`src/rtl/ebr_pkg.sv`:
```
package ebr_pkg;
    // register addresses within device 1
    localparam logic [15:0] ADDR_BUFFER_CONTROL = 16'hA88A;
    localparam logic [15:0] ADDR_THRESHOLD_HIGH = 16'hA88C;
    localparam logic [15:0] ADDR_THRESHOLD_LOW = 16'hA88D;
    localparam logic [15:0] ADDR_FIXED_LATENCY = 16'hA88E;
    localparam logic [15:0] ADDR_RETRAIN_STATUS = 16'hA92B;
    localparam logic [15:0] ADDR_HEADER_MODE = 16'hA939;

    // control register fields
    localparam int CTL_RX_ENABLE_BIT = 8;
    localparam int CTL_EXT_LSB = 4;
    localparam int CTL_EXT_W = 3;
    localparam int CTL_TX_RESET_BIT = 3;
    localparam int CTL_LAT_MODE_BIT = 2;
    localparam int CTL_TX_ENABLE_BIT = 1;
    localparam int CTL_SM_READY_BIT = 0;
    localparam logic [2:0] CTL_EXT_RESET = 3'h1;

    // latency register field
    localparam int LAT_W = 11;
    localparam logic [10:0] LAT_RESET = 11'h47E;
    localparam logic [15:0] THRESHOLD_RESET = 16'h0000;

    // fast retrain status fields
    localparam int FR_CAPABLE_BIT = 4;
    localparam int FR_AGREED_BIT = 3;
    localparam logic FR_CAPABLE_RESET = 1'b1;

    // header mode register fields
    localparam int HM_DELETE_BIT = 15;
    localparam int HM_RX_LONG_BIT = 9;
    localparam int HM_RX_TS_BIT = 8;
    localparam int HM_RX_MODE_BIT = 7;
    localparam int HM_TX_LONG_BIT = 2;
    localparam int HM_TX_TS_BIT = 1;
    localparam int HM_TX_MODE_BIT = 0;
endpackage

```
`src/rtl/ebr_regs.sv`:
```
`timescale 1ns/100ps
// Notes on behaviour
// - control bit 8 enables receive buffered idle
// - bits 6:4 set refresh gating extension frames
// - control bit 3 resets transmit buffered path
// - control bit 1 enables transmit buffered idle
// - control bit 0 enables state-machine-ready mode
// - upper threshold is 16-bit, resets zero
// - lower threshold is 16-bit, resets zero
// - latency value bits 10:0, resets 0x47E
// - status bit 4 reports quick retrain capability
// - status bit 3 reports quick retrain agreed
// - bit 15 allows deleting sole idle column
// - bits 9 and 2 enable long messages
// - bits 8 and 1 enable timestamp codes
// - bits 7 and 0 select vendor header mode
module ebr_regs (
    input wire logic clk,
    input wire logic reset,
    input wire logic reg_write,
    input wire logic reg_read,
    input wire logic [15:0] reg_addr,
    input wire logic [15:0] reg_wdata,
    output logic [15:0] reg_rdata,
    output logic reg_rvalid,
    input wire logic quick_retrain_agreed_in,
    output logic rx_buffered_idle_enable,
    output logic [2:0] refresh_gating_extension,
    output logic tx_buffered_idle_reset,
    output logic tx_latency_mode,
    output logic tx_buffered_idle_enable,
    output logic tx_state_machine_ready_enable,
    output logic [15:0] idle_threshold_upper,
    output logic [15:0] idle_threshold_lower,
    output logic [10:0] fixed_latency_value,
    output logic quick_retrain_capable,
    output logic quick_retrain_agreed,
    output logic sole_idle_column_delete_enable,
    output logic rx_long_message_enable,
    output logic rx_timestamp_code_enable,
    output logic rx_header_mode_enable,
    output logic tx_long_message_enable,
    output logic tx_timestamp_code_enable,
    output logic tx_header_mode_enable
);
    logic rx_en_q, rx_en_d;
    logic [2:0] ext_q, ext_d;
    logic tx_rst_q, tx_rst_d;
    logic lat_mode_q, lat_mode_d;
    logic tx_en_q, tx_en_d;
    logic sm_rdy_q, sm_rdy_d;
    logic [15:0] thr_hi_q, thr_hi_d;
    logic [15:0] thr_lo_q, thr_lo_d;
    logic [10:0] lat_q, lat_d;
    logic capable_q, capable_d;
    logic agreed_q, agreed_d;
    logic [15:0] hm_q, hm_d;
    logic [15:0] rdata_q, rdata_d;
    logic rvalid_q, rvalid_d;

    // writable bits of the header-mode register, built from the field positions
    function automatic logic [15:0] header_mask();
        logic [15:0] mask;
        mask = 16'h0000;
        mask[ebr_pkg::HM_DELETE_BIT] = 1'b1;
        mask[ebr_pkg::HM_RX_LONG_BIT] = 1'b1;
        mask[ebr_pkg::HM_RX_TS_BIT] = 1'b1;
        mask[ebr_pkg::HM_RX_MODE_BIT] = 1'b1;
        mask[ebr_pkg::HM_TX_LONG_BIT] = 1'b1;
        mask[ebr_pkg::HM_TX_TS_BIT] = 1'b1;
        mask[ebr_pkg::HM_TX_MODE_BIT] = 1'b1;
        return mask;
    endfunction

    // which register an access points at; anything else is a hole
    typedef enum {
        SEL_NONE,
        SEL_CONTROL,
        SEL_THR_HIGH,
        SEL_THR_LOW,
        SEL_LATENCY,
        SEL_RETRAIN,
        SEL_HEADER
    } ebr_sel_e;

    // one decode for both write and read, so a hole can never be
    // writable at one address and read back at another
    function automatic ebr_sel_e decode_addr(input logic [15:0] addr);
        ebr_sel_e sel;
        sel = SEL_NONE;
        if (addr == ebr_pkg::ADDR_BUFFER_CONTROL) begin
            sel = SEL_CONTROL;
        end else if (addr == ebr_pkg::ADDR_THRESHOLD_HIGH) begin
            sel = SEL_THR_HIGH;
        end else if (addr == ebr_pkg::ADDR_THRESHOLD_LOW) begin
            sel = SEL_THR_LOW;
        end else if (addr == ebr_pkg::ADDR_FIXED_LATENCY) begin
            sel = SEL_LATENCY;
        end else if (addr == ebr_pkg::ADDR_RETRAIN_STATUS) begin
            sel = SEL_RETRAIN;
        end else if (addr == ebr_pkg::ADDR_HEADER_MODE) begin
            sel = SEL_HEADER;
        end
        return sel;
    endfunction

    // control word as software reads it; reserved bits read zero
    function automatic logic [15:0] pack_control(
        input logic rx_en,
        input logic [2:0] ext,
        input logic tx_rst,
        input logic lat_mode,
        input logic tx_en,
        input logic sm_rdy
    );
        logic [15:0] word;
        word = 16'h0000;
        word[ebr_pkg::CTL_RX_ENABLE_BIT] = rx_en;
        word[ebr_pkg::CTL_EXT_LSB +: ebr_pkg::CTL_EXT_W] = ext;
        word[ebr_pkg::CTL_TX_RESET_BIT] = tx_rst;
        word[ebr_pkg::CTL_LAT_MODE_BIT] = lat_mode;
        word[ebr_pkg::CTL_TX_ENABLE_BIT] = tx_en;
        word[ebr_pkg::CTL_SM_READY_BIT] = sm_rdy;
        return word;
    endfunction

    // decoded access and per-register write strobes
    ebr_sel_e acc_sel;
    logic wr_control;
    logic wr_thr_high;
    logic wr_thr_low;
    logic wr_latency;
    logic wr_retrain;
    logic wr_header;

    // write strobes; an access to a hole raises none of them
    // a read and a write may stand in one cycle; the read sees the old word
    always_comb begin
        acc_sel = decode_addr(reg_addr);
        wr_control = reg_write && (acc_sel == SEL_CONTROL);
        wr_thr_high = reg_write && (acc_sel == SEL_THR_HIGH);
        wr_thr_low = reg_write && (acc_sel == SEL_THR_LOW);
        wr_latency = reg_write && (acc_sel == SEL_LATENCY);
        wr_retrain = reg_write && (acc_sel == SEL_RETRAIN);
        wr_header = reg_write && (acc_sel == SEL_HEADER);
    end

    // control next values; a write replaces every field at once,
    // so software has to read-modify-write to keep fields it does
    // not mean to change
    always_comb begin
        rx_en_d = rx_en_q;
        ext_d = ext_q;
        tx_rst_d = tx_rst_q;
        lat_mode_d = lat_mode_q;
        tx_en_d = tx_en_q;
        sm_rdy_d = sm_rdy_q;
        if (wr_control) begin
            rx_en_d = reg_wdata[ebr_pkg::CTL_RX_ENABLE_BIT];
            ext_d = reg_wdata[ebr_pkg::CTL_EXT_LSB +: ebr_pkg::CTL_EXT_W];
            // held as written, not self-clearing; the datapath flushes while it is 1
            tx_rst_d = reg_wdata[ebr_pkg::CTL_TX_RESET_BIT];
            // a reserved 0 is stored as written; only 1 is a defined mode
            lat_mode_d = reg_wdata[ebr_pkg::CTL_LAT_MODE_BIT];
            tx_en_d = reg_wdata[ebr_pkg::CTL_TX_ENABLE_BIT];
            sm_rdy_d = reg_wdata[ebr_pkg::CTL_SM_READY_BIT];
        end
    end

    // control registers, synchronous reset
    // the extension field is the only one not reset to zero
    always_ff @(posedge clk) begin
        if (reset) begin
            rx_en_q <= 1'b0;
            ext_q <= ebr_pkg::CTL_EXT_RESET;
            tx_rst_q <= 1'b0;
            lat_mode_q <= 1'b0;
            tx_en_q <= 1'b0;
            sm_rdy_q <= 1'b0;
        end else begin
            rx_en_q <= rx_en_d;
            ext_q <= ext_d;
            tx_rst_q <= tx_rst_d;
            lat_mode_q <= lat_mode_d;
            tx_en_q <= tx_en_d;
            sm_rdy_q <= sm_rdy_d;
        end
    end

    // threshold next values; both are plain 16-bit words
    // the pair is only stored here; keeping them ordered is up to software
    always_comb begin
        thr_hi_d = thr_hi_q;
        thr_lo_d = thr_lo_q;
        if (wr_thr_high) begin
            thr_hi_d = reg_wdata;
        end
        if (wr_thr_low) begin
            thr_lo_d = reg_wdata;
        end
    end

    // threshold registers
    always_ff @(posedge clk) begin
        if (reset) begin
            thr_hi_q <= ebr_pkg::THRESHOLD_RESET;
            thr_lo_q <= ebr_pkg::THRESHOLD_RESET;
        end else begin
            thr_hi_q <= thr_hi_d;
            thr_lo_q <= thr_lo_d;
        end
    end

    // latency next value; upper five bits of the word are dropped
    // so they always read back as zero
    always_comb begin
        lat_d = lat_q;
        if (wr_latency) begin
            lat_d = reg_wdata[ebr_pkg::LAT_W-1:0];
        end
    end

    // latency register
    // the nonzero reset gives a usable latency before software acts
    always_ff @(posedge clk) begin
        if (reset) begin
            lat_q <= ebr_pkg::LAT_RESET;
        end else begin
            lat_q <= lat_d;
        end
    end

    // retrain status next values
    // capability is plain read-write, with nothing else driving it
    always_comb begin
        capable_d = capable_q;
        // negotiation result follows the link in every cycle without a status write
        agreed_d = quick_retrain_agreed_in;
        // a software write wins for one cycle, then the link result returns
        if (wr_retrain) begin
            capable_d = reg_wdata[ebr_pkg::FR_CAPABLE_BIT];
            agreed_d = reg_wdata[ebr_pkg::FR_AGREED_BIT];
        end
    end

    // retrain status registers
    // capability resets to 1, as the link side supports quick retrain
    always_ff @(posedge clk) begin
        if (reset) begin
            capable_q <= ebr_pkg::FR_CAPABLE_RESET;
            agreed_q <= 1'b0;
        end else begin
            capable_q <= capable_d;
            agreed_q <= agreed_d;
        end
    end

    // header-mode next value; reserved bits are masked off so they read zero
    // each path has its own three enables; none depends on another
    always_comb begin
        hm_d = hm_q;
        if (wr_header) begin
            hm_d = reg_wdata & header_mask();
        end
    end

    // header-mode register
    // every enable resets off, so the coding sublayer starts in plain mode
    always_ff @(posedge clk) begin
        if (reset) begin
            hm_q <= 16'h0000;
        end else begin
            hm_q <= hm_d;
        end
    end

    // read port; the word reflects state before a same-cycle write
    // the shared decode means a hole reads zero and ignores writes
    always_comb begin
        rvalid_d = reg_read;
        rdata_d = 16'h0000;
        // reserved bits read zero; software ignores them anyway
        if (reg_read) begin
            if (acc_sel == SEL_CONTROL) begin
                rdata_d = pack_control(rx_en_q, ext_q, tx_rst_q,
                    lat_mode_q, tx_en_q, sm_rdy_q);
            end else if (acc_sel == SEL_THR_HIGH) begin
                rdata_d = thr_hi_q;
            end else if (acc_sel == SEL_THR_LOW) begin
                rdata_d = thr_lo_q;
            end else if (acc_sel == SEL_LATENCY) begin
                rdata_d[ebr_pkg::LAT_W-1:0] = lat_q;
            end else if (acc_sel == SEL_RETRAIN) begin
                rdata_d[ebr_pkg::FR_CAPABLE_BIT] = capable_q;
                rdata_d[ebr_pkg::FR_AGREED_BIT] = agreed_q;
            end else if (acc_sel == SEL_HEADER) begin
                rdata_d = hm_q;
            end
        end
    end

    // read port registers; data is zero whenever no answer stands
    // the answer is a one-cycle pulse with no wait state
    always_ff @(posedge clk) begin
        if (reset) begin
            rdata_q <= 16'h0000;
            rvalid_q <= 1'b0;
        end else begin
            rdata_q <= rdata_d;
            rvalid_q <= rvalid_d;
        end
    end

    // outputs straight from flops
    assign reg_rdata = rdata_q;
    assign reg_rvalid = rvalid_q;
    assign rx_buffered_idle_enable = rx_en_q;
    assign refresh_gating_extension = ext_q;
    assign tx_buffered_idle_reset = tx_rst_q;
    assign tx_latency_mode = lat_mode_q;
    assign tx_buffered_idle_enable = tx_en_q;
    assign tx_state_machine_ready_enable = sm_rdy_q;
    assign idle_threshold_upper = thr_hi_q;
    assign idle_threshold_lower = thr_lo_q;
    assign fixed_latency_value = lat_q;
    assign quick_retrain_capable = capable_q;
    assign quick_retrain_agreed = agreed_q;
    assign sole_idle_column_delete_enable = hm_q[ebr_pkg::HM_DELETE_BIT];
    assign rx_long_message_enable = hm_q[ebr_pkg::HM_RX_LONG_BIT];
    assign rx_timestamp_code_enable = hm_q[ebr_pkg::HM_RX_TS_BIT];
    assign rx_header_mode_enable = hm_q[ebr_pkg::HM_RX_MODE_BIT];
    assign tx_long_message_enable = hm_q[ebr_pkg::HM_TX_LONG_BIT];
    assign tx_timestamp_code_enable = hm_q[ebr_pkg::HM_TX_TS_BIT];
    assign tx_header_mode_enable = hm_q[ebr_pkg::HM_TX_MODE_BIT];
endmodule // ebr_regs

```
`config.mk`:
```
export PLATFORM = sky130hd
export DESIGN_NAME = ebr_regs
export DESIGN_NICKNAME = d
export VERILOG_FILES = /design/src/rtl/ebr_pkg.sv /design/src/rtl/ebr_regs.sv
export SDC_FILE = /design/constraint.sdc
export NUM_CORES = 1
export LEC_CHECK = 0
export BUFFER_PORTS_ARGS = -buffer_cell sky130_fd_sc_hd__buf_2
export CAP_MARGIN = 5
export CORE_AREA = 2 2 89 82
export CTS_BUF_LIST = sky130_fd_sc_hd__clkbuf_4 sky130_fd_sc_hd__clkbuf_8 sky130_fd_sc_hd__clkbuf_16
export DETAILED_ROUTE_END_ITERATION = 12
export DIE_AREA = 0 0 91 84
export GPL_TIMING_DRIVEN = 0
export PLACE_DENSITY = 0.78
export SETUP_SLACK_MARGIN = 0.15
export SLEW_MARGIN = 25
export SYNTH_ARGS = -nofsm -noshare
export SYNTH_HDL_FRONTEND = slang
export SYNTH_SLANG_ARGS = --single-unit
```
`constraint.sdc`:
```
create_clock -name clk -period 2.6 [get_ports clk]
set_clock_uncertainty 0.1 [all_clocks]
set_input_delay 0.52 -clock clk [delete_from_list [all_inputs] [get_ports clk]]
set_output_delay 0.52 -clock clk [all_outputs]
set_load 0.005 [all_outputs]
```
==> metrics.md, run 1 <==
| Metric | Value |
|---|---|
| HP Class | `in -> reg` |
| Finished Cell Area | `around 4100 um2` |
| Placed Cells | `a little under 600` |
| FP Rows | `29` |
| Hold Vio Cnt, Final | `0` |
| Reg2reg start | `fixed_latency_value[8]$_SDFFE_PP0P_` |
| Most common cell after layout, fill and taps aside | `buf_2` |
| Yosys warns | `0` |
| Chip width | `91 um` |
| Top cell type by total area after synthesis | `dfxtp_1` |
| Setup crit start kind | `input pin` |
| Peak supply drop | `about 330 uV` |
| Starting density of the core | `0.479` |
| Crit path max fanout | `5` |
| Post-synth EDFFs | `0` |
| Most area-consuming cells after synthesis | `dfxtp_1, nand2_1, mux2i_1` |
| R2R cell count | `5` |
| Number of DRC markers in iteration 0 | `around 190` |
| Slew @ Worst Pin | `just under 0.8 ns` |
| Max Cap Viol | `0` |
| Port bufs | `approximately 110` |
| Grt ovf | `0` |
| Post-cts resize count | `0` |
| Yosys reg bits | `between 70 and 80` |
| Sw Pwr | `between 0.5 and 0.6 mW` |
| Cell Count, Final, Fillers Out | `roughly 600` |
| Main synth FF type | `dfxtp_1` |
| First element of the critical path | `reg_addr[8]` |
| Clock power frac | `0.398` |
| Sum of negative setup slack | `0 ns` |
| Most frequent cells in the layout | `buf_2, nand2_1, dfxtp_1, a21oi_1, nor2_1` |
| Final period util | `0.804` |
| R2r endpoint | `reg_rdata[8]$_SDFF_PP0_` |
| Share of cells above drive strength 1 | `0.293` |
| # H-tree levels | `3` |
| Mapped Cells | `378` |
| Cts bufs inserted | `9` |
| Pin count of the biggest net entering global routing | `14` |
| CTS tree | `built` |
| Avg Inst Size Synth | `between 8 and 9 um2` |
| Minimum clock period after layout | `approximately 2.1 ns` |
| Layout Utilization | `0.606` |
| GP Congestion | `0.921` |
| First-pass GRT wire length | `15000 um` |
| Layout area overhead | `26.5%` |
| Seq/Total Area, Yosys | `0.472` |
| Combinational share of power | `0.061` |
| Setup WS pre-CTS | `~0.21 ns` |
| WL/cell | `~16 um` |
| I/O Pins | `around 110` |
| Tot GR Track Use | `0.249` |
| Mapped cell area | `approximately 3300 um2` |
| Hold Buf Count CTS | `0` |
| Vias per cell | `5.39` |
| Sw Share | `0.238` |
| Post-DP Area | `around 4000 um2` |
| FFs w/ async S/R, synth | `0` |
| Post-CTS setup buffers | `0` |
| Unrepaired setup endpoints after global routing | `false` |
| Final Max Tran Viols | `0` |
| Detailed Place HPWL | `approximately 7100 um` |
| Detailed Route WL | `around 9500 um` |
| Routed via count | `~3200` |
| Post-synth cell types | `46` |
| Leak | `around 1.9 nW` |
| Critical path class | `in -> reg` |
| Die height | `84 um` |
| Syn_nets | `approximately 420` |
| Final #Nets | `between 500 and 600` |
| Crit end category | `flop` |
| Diodes inserted | `0` |
| Core ar. | `between 6000 and 7000 um2` |
| Worst endpoint data arrival time | `about 2.3 ns` |
| Rel. slew slack | `0.474` |
| Max Clk Rate | `478 MHz` |
| Worst-Skew Late Latency | `0.35 ns` |
| Setup ws final | `just over 0.5 ns` |
| CP endpoint | `reg_rdata[13]$_SDFF_PP0_` |
| DIE AREA | `7640 um2` |
| Worst-path clk slew | `0.08 ns` |
| PD cells | `roughly 530 nW/um2` |
| CTS max path bufs | `2` |
| ANT nets after route | `0` |
| Setup violators final | `0` |
| Residual DRC | `0` |
| Sequential share of power | `0.541` |
| Vias in the first global route | `between 2000 and 3000` |
| Int Power | `between 1.5 and 2 mW` |
| Share of the synthesized area in the top cell type | `0.472` |
| CTS Root Buffer Type | `clkbuf_8` |
| Worst reg2reg setup slack | `1.28 ns` |
| Initial antenna violation count | `0` |
| Status | `complete, no violations` |
| CP required | `~2.8 ns` |
| CTS Sinks | `77` |
| Pre-antenna DRT Iters | `7` |
## worst min path at each step
stage	startpoint	to	depth (start not counted)
2_1_floorplan	idle_threshold_lower[15]$_SDFFE_PP0P_	idle_threshold_lower[15]$_SDFFE_PP0P_	2
3_3_place_gp	idle_threshold_upper[1]$_SDFFE_PP0P_	idle_threshold_upper[1]$_SDFFE_PP0P_	2
3_5_place_dp	tx_buffered_idle_enable$_SDFFE_PP0P_	tx_buffered_idle_enable$_SDFFE_PP0P_	2
4_1_cts	quick_retrain_agreed_in	quick_retrain_agreed$_SDFF_PP0_	3
5_1_grt	reg_wdata[14]	idle_threshold_lower[14]$_SDFFE_PP0P_	3
6_report	quick_retrain_agreed_in	quick_retrain_agreed$_SDFF_PP0_	3
## synthesized netlist by cell type, types with 4 or more instances
cell type,count
a211o_1,9
o2bb2ai_1,4
inv_1,11
nand3_1,9
nand2_1,83
dfxtp_1,77
clkbuf_1,11
mux2i_1,26
a21oi_1,46
o21ai_0,8
a22oi_1,5
nor2_1,34
buf_2,5
## sequential cells by signal, summed over array words and instances, names as in the netlist
register / count
idle_threshold_upper: 16
hm_q: 7
idle_threshold_lower: 16
fixed_latency_value: 11
tx_buffered_idle_reset: 1
tx_buffered_idle_enable: 1
reg_rvalid: 1
refresh_gating_extension: 3
quick_retrain_agreed: 1
reg_rdata: 16
quick_retrain_capable: 1
rx_buffered_idle_enable: 1
tx_state_machine_ready_enable: 1
tx_latency_mode: 1
## kinds of logic after synthesis
| logic type | synth area share |
|---|---|
| AO/OA/AOI/OAI | 0.159 |
| multiplexers | 0.0831 |
| flip-flops | 0.472 |
| buffers and inverters | 0.0578 |
| AND/OR/NAND/NOR | 0.229 |
## power by group through the flow
stage | registers (mW) | clock network, mW | logic [mW]
final | 1.18 | 0.868 | 0.132
after global routing | 1.18 | 0.933 | 0.141
after CTS | 1.18 | 0.876 | 0.130
after detailed placement | 1.21 | 0 | 0.129
after global placement | 1.21 | 0 | 0.129
after floorplan | 1.21 | 0 | 0.0602
## routing by layer
layer	vias up	GRT usage	share of wire
met3	12	0.0361	0.058
met2	134	0.389	0.46
met4	0	0.0799	0.014
met1	1530	0.354	0.47
met5	-	0	0
li1	1545	-	-
## worst max-delay path, stage by stage
cell and delay [ns]:
buf_2 0.13, nor3b_1 0.27, nand3b_1 0.23, nor4_1 0.65, nand2_1 0.30, nor2_1 0.17
## metrics by stage
stage / hold WS (ns) / total power, mW
finish: 0.315 / 2.18
floorplan: 0.358 / 1.27
global placement: 0.351 / 1.34
CTS: 0.309 / 2.19
detailed placement: 0.360 / 1.34
global route: 0.319 / 2.26
## area by class of cell
cell class / instances / area, um2
Fill cell: 639 / 2690
Sequential cell: 77 / 1540
Multi-Input combinational cell: 265 / 1540
Timing Repair Buffer: 112 / 561
Buffer: 25 / 148
Clock buffer: 9 / 124
Tap cell: 93 / 116
Clock inverter: 6 / 65.1
Inverter: 11 / 41.3
(Power assumes the default switching activity.)
==> inputs of run 2 (changes only) <==
--- a/config.mk
+++ b/config.mk
@@ -7,12 +7,12 @@
 export LEC_CHECK = 0
 export BUFFER_PORTS_ARGS = -buffer_cell sky130_fd_sc_hd__buf_2
 export CAP_MARGIN = 5
-export CORE_AREA = 2 2 89 82
+export CORE_AREA = 2 2 93 86
 export CTS_BUF_LIST = sky130_fd_sc_hd__clkbuf_4 sky130_fd_sc_hd__clkbuf_8 sky130_fd_sc_hd__clkbuf_16
 export DETAILED_ROUTE_END_ITERATION = 12
-export DIE_AREA = 0 0 91 84
+export DIE_AREA = 0 0 95 88
 export GPL_TIMING_DRIVEN = 0
-export PLACE_DENSITY = 0.78
+export PLACE_DENSITY = 0.75
 export SETUP_SLACK_MARGIN = 0.15
 export SLEW_MARGIN = 25
 export SYNTH_ARGS = -nofsm -noshare
==> constraint.sdc (replaced) <==
create_clock -name clk -period 1.8 [get_ports clk]
set_clock_uncertainty 0.1 [all_clocks]
set_input_delay 0.36 -clock clk [delete_from_list [all_inputs] [get_ports clk]]
set_output_delay 0.36 -clock clk [all_outputs]
set_load 0.005 [all_outputs]
==> run 2 against run 1 <==
  * Flip-flop and latch count unchanged
  * Via count fell by 1.1%
  * Worst setup slack worse by 0.33 ns
  * Critical path depth is 3 higher
  * Non-clock buffer count is 9 higher
  * Utilization down 1.0 points
  * Clock power is 42% higher
  * Critical endpoint is now idle_threshold_upper[0]$_SDFFE_PP0P_
  * Highest routed layer unchanged
==> metrics.md, run 2 (synthesis results as in run 1) <==
| Metric | Value |
|---|---|
| CP required | `1.98 ns` |
| Worst-path clk slew | `0.08 ns` |
| FP Rows | `30` |
| ANT nets after route | `0` |
| CTS Sinks | `just under 80` |
| Critical path class | `in -> reg` |
| WL/cell | `between 15 and 20 um` |
| Hold Vio Cnt, Final | `0` |
| Max Cap Viol | `0` |
| DIE AREA | `around 8400 um2` |
| Detailed Route WL | `~10000 um` |
| Status | `complete, no violations` |
| GP Congestion | `between 0.9 and 1` |
| Peak supply drop | `approximately 300 uV` |
| Worst path cell trace | `buf_2 > and4bb_2 > and4_1 > buf_6 > and4bb_1 > buf_6 > buf_4 > nand2_1 > a21oi_1` |
| Worst endpoint data arrival time | `1.79 ns` |
| Setup violators final | `0` |
| Vias in the first global route | `2849` |
| Die height | `88 um` |
| CTS max path bufs | `2` |
| Unrepaired setup endpoints after global routing | `true` |
| Pre-antenna DRT Iters | `5` |
| Residual DRC | `0` |
| Sequential share of power | `0.543` |
| Sw Pwr | `about 0.78 mW` |
| Hold Buf Count CTS | `0` |
| CTS tree | `built` |
| Slowest CP cell | `and4bb_2` |
| Leak | `roughly 2.0 nW` |
| Tot GR Track Use | `0.233` |
| Area of the multi-input gates | `1650 um2` |
| Layout area overhead | `34.8%` |
| Detailed Place HPWL | `7440 um` |
| First-pass GRT wire length | `14800 um` |
| Final Max Tran Viols | `0` |
| Crit path max fanout | `8` |
| Grt ovf | `0` |
| I/O Pins | `around 110` |
| CP most frequent cell | `buf_6` |
| Port bufs | `between 100 and 150` |
| Minimum clock period after layout | `~1.6 ns` |
| Number of DRC markers in iteration 0 | `229` |
| Share of cells above drive strength 1 | `0.359` |
| Clock power frac | `0.391` |
| Layout Utilization | `0.596` |
| HP Class | `in -> reg` |
| Cts bufs inserted | `9` |
| Routed via count | `between 3000 and 4000` |
| Most common cell after layout, fill and taps aside | `buf_2` |
| Final #Nets | `547` |
| CTS Root Buffer Type | `clkbuf_8` |
| Chip width | `roughly 95 um` |
| PD cells | `713 nW/um2` |
| Pin count of the biggest net entering global routing | `14` |
| Diodes inserted | `0` |
| Slowest cell delay on critical path | `0.29 ns` |
| Combinational share of power | `0.066` |
| Int Power | `between 2 and 2.5 mW` |
| Starting density of the core | `0.442` |
| # H-tree levels | `3` |
| Rel. slew slack | `0.550` |
| Slew @ Worst Pin | `0.675 ns` |
| # fillers | `between 600 and 700` |
| Crit end category | `flop` |
| Initial antenna violation count | `0` |
| Final period util | `0.898` |
| Vias per cell | `5.21` |
| Sequential cell area | `1540 um2` |
| Sw Share | `0.250` |
| Max Clk Rate | `approximately 620 MHz` |
| Core ar. | `around 7400 um2` |
| Hold slack | `around 0.15 ns` |
| Worst-Skew Late Latency | `roughly 0.35 ns` |
| Most frequent cells in the layout | `buf_2, dfxtp_1, nand2_1, a21oi_1, nor2_1` |
| Setup crit start kind | `input pin` |
| PnR Total Power | `about 3.1 mW` |
[run 2: changes by cell type in the layout (fill, tap and decap cells not counted), sizes merged]
cell	previous run	this run
clkbuf	22	25
buf	124	133
clkinvlp	4	2
bufinv	1	0
inv	11	12
[run 2: final cells by class]
class,instances,share of cell area
clock buffers,12,0.0347
plain buffers,25,0.0486
clock inverters,4,0.00739
well taps,96,0.0273
repair buffers,121,0.148
inverters,11,0.00938
flip-flops and latches,77,0.350
multi-input cells,265,0.375
[run 2: worst paths after layout]
kind | slack (ns) | cells after the start | start | end
worst max register to register | 0.54 | 5 | fixed_latency_value[3]$_SDFFE_PP1P_ | reg_rdata[3]$_SDFF_PP0_
worst max-delay path | 0.18 | 9 | reg_addr[6] | idle_threshold_upper[0]$_SDFFE_PP0P_
worst min-delay path | 0.15 | 3 | quick_retrain_agreed_in | quick_retrain_agreed$_SDFF_PP0_
worst min register to register | 0.37 | 2 | tx_latency_mode$_SDFFE_PP0P_ | tx_latency_mode$_SDFFE_PP0P_
[run 2: worst max-delay path: cells and delay by family]
family / cells / cell delay [ns]
compound gates: 1 / 0.15
simple gates: 4 / 0.77
buf+inv: 4 / 0.51
[run 2: layer usage]
metal  vias to the layer above  global-route usage  wire (um)
met4                         0              0.0659        143
met2                       115               0.369       4650
li1                       1567                   -          -
met1                      1492               0.331       4560
met5                         -                   0          0
met3                        12              0.0387        597
[run 2: metrics by stage]
stage          cells  TNS [ns]  setup slack, ns  cell area (um2)
2_1_floorplan    378         0           0.0219             3350
3_3_place_gp     586    -13.61           -0.476             4030
3_5_place_dp     586    -14.80           -0.513             4030
4_1_cts          604         0            0.141             4260
5_1_grt          611         0           0.0840             4400
6_report         611         0            0.184             4400
[run 2: timing repair]
| item | CTS | global route |
|---|---|---|
| endpoints found under the hold margin | 0 | 0 |
| pin swaps | 1 | 7 |
| setup endpoints to repair | 33 | 47 |
| buffers inserted | 2 | 6 |
| gates resized for setup | 4 | 29 |
| cloned | 0 | 1 |
[run 2: power by group through the flow]
stage	sequential (mW)	clock, mW	combinational (mW)
floorplan	1.75	0	0.0889
global placement	1.74	0	0.191
detailed placement	1.75	0	0.193
CTS	1.70	1.23	0.199
global route	1.71	1.31	0.221
finish	1.70	1.23	0.209
==> inputs of run 3 (changes only) <==
--- a/config.mk
+++ b/config.mk
@@ -5,14 +5,14 @@
 export SDC_FILE = /design/constraint.sdc
 export NUM_CORES = 1
 export LEC_CHECK = 0
-export BUFFER_PORTS_ARGS = -buffer_cell sky130_fd_sc_hd__buf_2
 export CAP_MARGIN = 5
-export CORE_AREA = 2 2 93 86
+export CORE_AREA = 2 2 84 78
 export CTS_BUF_LIST = sky130_fd_sc_hd__clkbuf_4 sky130_fd_sc_hd__clkbuf_8 sky130_fd_sc_hd__clkbuf_16
 export DETAILED_ROUTE_END_ITERATION = 12
-export DIE_AREA = 0 0 95 88
+export DIE_AREA = 0 0 86 80
+export DONT_BUFFER_PORTS = 1
 export GPL_TIMING_DRIVEN = 0
-export PLACE_DENSITY = 0.75
+export PLACE_DENSITY = 0.73
 export SETUP_SLACK_MARGIN = 0.15
 export SLEW_MARGIN = 25
 export SYNTH_ARGS = -nofsm -noshare
==> run 3 against run 2 <==
  * Flip-flop and latch count unchanged
  * First-iteration DRC count decreased by 25%
  * Total power increased by 9.3%
  * Worst setup slack improved by 0.017 ns
  * Routed wire length decreased by 8.3%
  * Sequential share of layout area increased by 6.3 points
  * Sequential power about the same
  * Clock power increased by 30%
  * Combinational power decreased by 40%
  * Via count decreased by 13%
  * Final cell count decreased by 24%
  * Largest cell class unchanged
  * Highest routed layer unchanged
==> metrics.md, run 3 (synthesis results as in run 1) <==
| Metric | Value |
|---|---|
| Status | `complete, no violations` |
| Die height | `roughly 80 um` |
| Grt ovf | `0` |
| Vias in the first global route | `approximately 2600` |
| HP Class | `in -> reg` |
| PnR Total Power | `3.43 mW` |
| Diodes inserted | `0` |
| Leak | `roughly 1.4 nW` |
| FP Rows | `27` |
| Rel. slew slack | `0.575` |
| Starting density of the core | `0.547` |
| WP depth | `8` |
| Slowest CP cell | `and4bb_4` |
| Placed Cells | `between 400 and 500` |
| Layout area overhead | `14.3%` |
| Worst reg2reg setup slack | `about 0.47 ns` |
| Crit path max fanout | `10` |
| Final Max Tran Viols | `0` |
| Residual DRC | `0` |
| CP endpoint | `idle_threshold_upper[14]$_SDFFE_PP0P_` |
| # fillers | `526` |
| Minimum clock period after layout | `1.60 ns` |
| CTS Root Buffer Type | `clkbuf_8` |
| Critical path class | `in -> reg` |
| Worst path cell trace | `and4bb_4 > and4_1 > buf_6 > nand4bb_1 > clkbuf_2 > buf_6 > nand2_1 > a21oi_1` |
| GP Congestion | `0.898` |
| Pre-antenna DRT Iters | `5` |
| Unrepaired setup endpoints after global routing | `true` |
| CTS tree | `built` |
| CP most frequent cell | `buf_6` |
| Reg2reg start | `fixed_latency_value[8]$_SDFFE_PP0P_` |
| Buf/Inv on CP | `3` |
| Hold slack | `approximately 0.024 ns` |
| Detailed Route WL | `between 9000 and 10000 um` |
| Setup violators final | `0` |
| Vias per cell | `roughly 6` |
| First-pass GRT wire length | `13900 um` |
| Number of DRC markers in iteration 0 | `~170` |
| Worst endpoint data arrival time | `1.72 ns` |
| Detailed Place HPWL | `6700 um` |
| Final period util | `0.888` |
| R2r endpoint | `reg_rdata[8]$_SDFF_PP0_` |
| Slowest cell delay on critical path | `between 0.3 and 0.4 ns` |
| Worst-path clk slew | `around 0.080 ns` |
| Pin count of the biggest net entering global routing | `15` |
| PD cells | `~920 nW/um2` |
| Layout Utilization | `0.625` |
| R2R cell count | `5` |
| Hold Vio Cnt, Final | `0` |
| CP delay by family, top | `simple AND/OR/NAND/NOR gates` |
| Crit end category | `flop` |
| # H-tree levels | `3` |
| Peak supply drop | `roughly 680 uV` |
| Tot GR Track Use | `0.268` |
| Setup crit start kind | `input pin` |
| Most common cell after layout, fill and taps aside | `dfxtp_1` |
| Routed via count | `between 2000 and 3000` |
| CP required | `about 1.9 ns` |
| Chip width | `86 um` |
| I/O Pins | `approximately 110` |
| Share of cells above drive strength 1 | `0.137` |
| Max Cap Viol | `0` |
| Initial antenna violation count | `0` |
| Core ar. | `about 6000 um2` |
| Slew @ Worst Pin | `0.637 ns` |
| Most frequent cells in the layout | `dfxtp_1, nand2_1, a21oi_1, nor2_1, mux2i_1` |
| Cts bufs inserted | `9` |
| Max Clk Rate | `625 MHz` |
| CTS Sinks | `between 70 and 80` |
| DIE AREA | `roughly 7000 um2` |
| Worst-Skew Late Latency | `around 0.36 ns` |
| Cell Count, Final, Fillers Out | `about 470` |
| ANT nets after route | `0` |
| CTS max path bufs | `2` |
| Final #Nets | `between 400 and 500` |
| WL/cell | `between 15 and 20 um` |
| First element of the critical path | `reg_addr[9]` |
| Port bufs | `0` |
run 3: cell types whose count changed in the layout (fill, tap and decap cells not counted), sizes merged:
cell | before | now
clkbuf | 25 | 22
bufinv | 0 | 3
buf | 133 | 13
run 3: where the power goes:
| group | internal [mW] | total [mW] | switching (mW) |
|---|---|---|---|
| sequential | 1.70 | 1.71 | 0.00134 |
| combinational | 0.0422 | 0.126 | 0.0843 |
| clock | 0.927 | 1.60 | 0.674 |
| total | 2.67 | 3.43 | 0.759 |
run 3: stage by stage:
stage          setup WS, ns  cell area (um2)  setup TNS [ns]
4_1_cts               0.231             3690               0
3_5_place_dp         -0.342             3440           -6.81
3_3_place_gp         -0.292             3440           -5.61
5_1_grt               0.133             3730               0
6_report              0.201             3730               0
2_1_floorplan        0.0219             3350               0
run 3: per-layer routing:
metal | up-vias | global-route usage | part of all wire
met5 | - | 0 | 0
met4 | 0 | 0.0810 | 0.018
met3 | 16 | 0.112 | 0.11
met2 | 138 | 0.407 | 0.45
met1 | 1302 | 0.348 | 0.43
li1 | 1324 | - | -
run 3: how the worst min path moves through the flow:
stage,start,endpoint,slack [ns],depth (start not counted)
6_report,reg_wdata[9],idle_threshold_upper[9]$_SDFFE_PP0P_,0.02,2
5_1_grt,reg_wdata[11],idle_threshold_upper[11]$_SDFFE_PP0P_,0.02,2
4_1_cts,reg_wdata[9],idle_threshold_upper[9]$_SDFFE_PP0P_,0.02,2
3_5_place_dp,idle_threshold_upper[13]$_SDFFE_PP0P_,idle_threshold_upper[13]$_SDFFE_PP0P_,0.38,2
3_3_place_gp,idle_threshold_lower[13]$_SDFFE_PP0P_,idle_threshold_lower[13]$_SDFFE_PP0P_,0.38,2
2_1_floorplan,idle_threshold_lower[15]$_SDFFE_PP0P_,idle_threshold_lower[15]$_SDFFE_PP0P_,0.36,2
run 3: worst reg2reg max path, stage by stage (launching register included):
cell       delay (ns)
dfxtp_1          0.42
inv_1            0.06
a22o_1           0.21
o2bb2ai_1        0.13
o311ai_0         0.19
a21oi_1          0.16
run 3: layout make-up:
class                           instances  area, um2  area share
Buffer                                 25        193      0.0516
Sequential cell                        77       1540       0.413
Inverter                               11       41.3      0.0111
Tap cell                               72       90.1      0.0241
Clock inverter                          7        123      0.0328
Multi-Input combinational cell        265       1620       0.432
Clock buffer                            9        124      0.0332
Timing Repair Buffer                    1       7.51     0.00201
run 3: what timing repair did:
| item | in CTS | in global routing |
|---|---|---|
| pin swaps | 0 | 1 |
| endpoints found under the setup margin | 5 | 17 |
| buffers inserted | 0 | 1 |
| cloned | 0 | 0 |
| resized for setup | 1 | 6 |
| hold buffers | 0 | 0 |
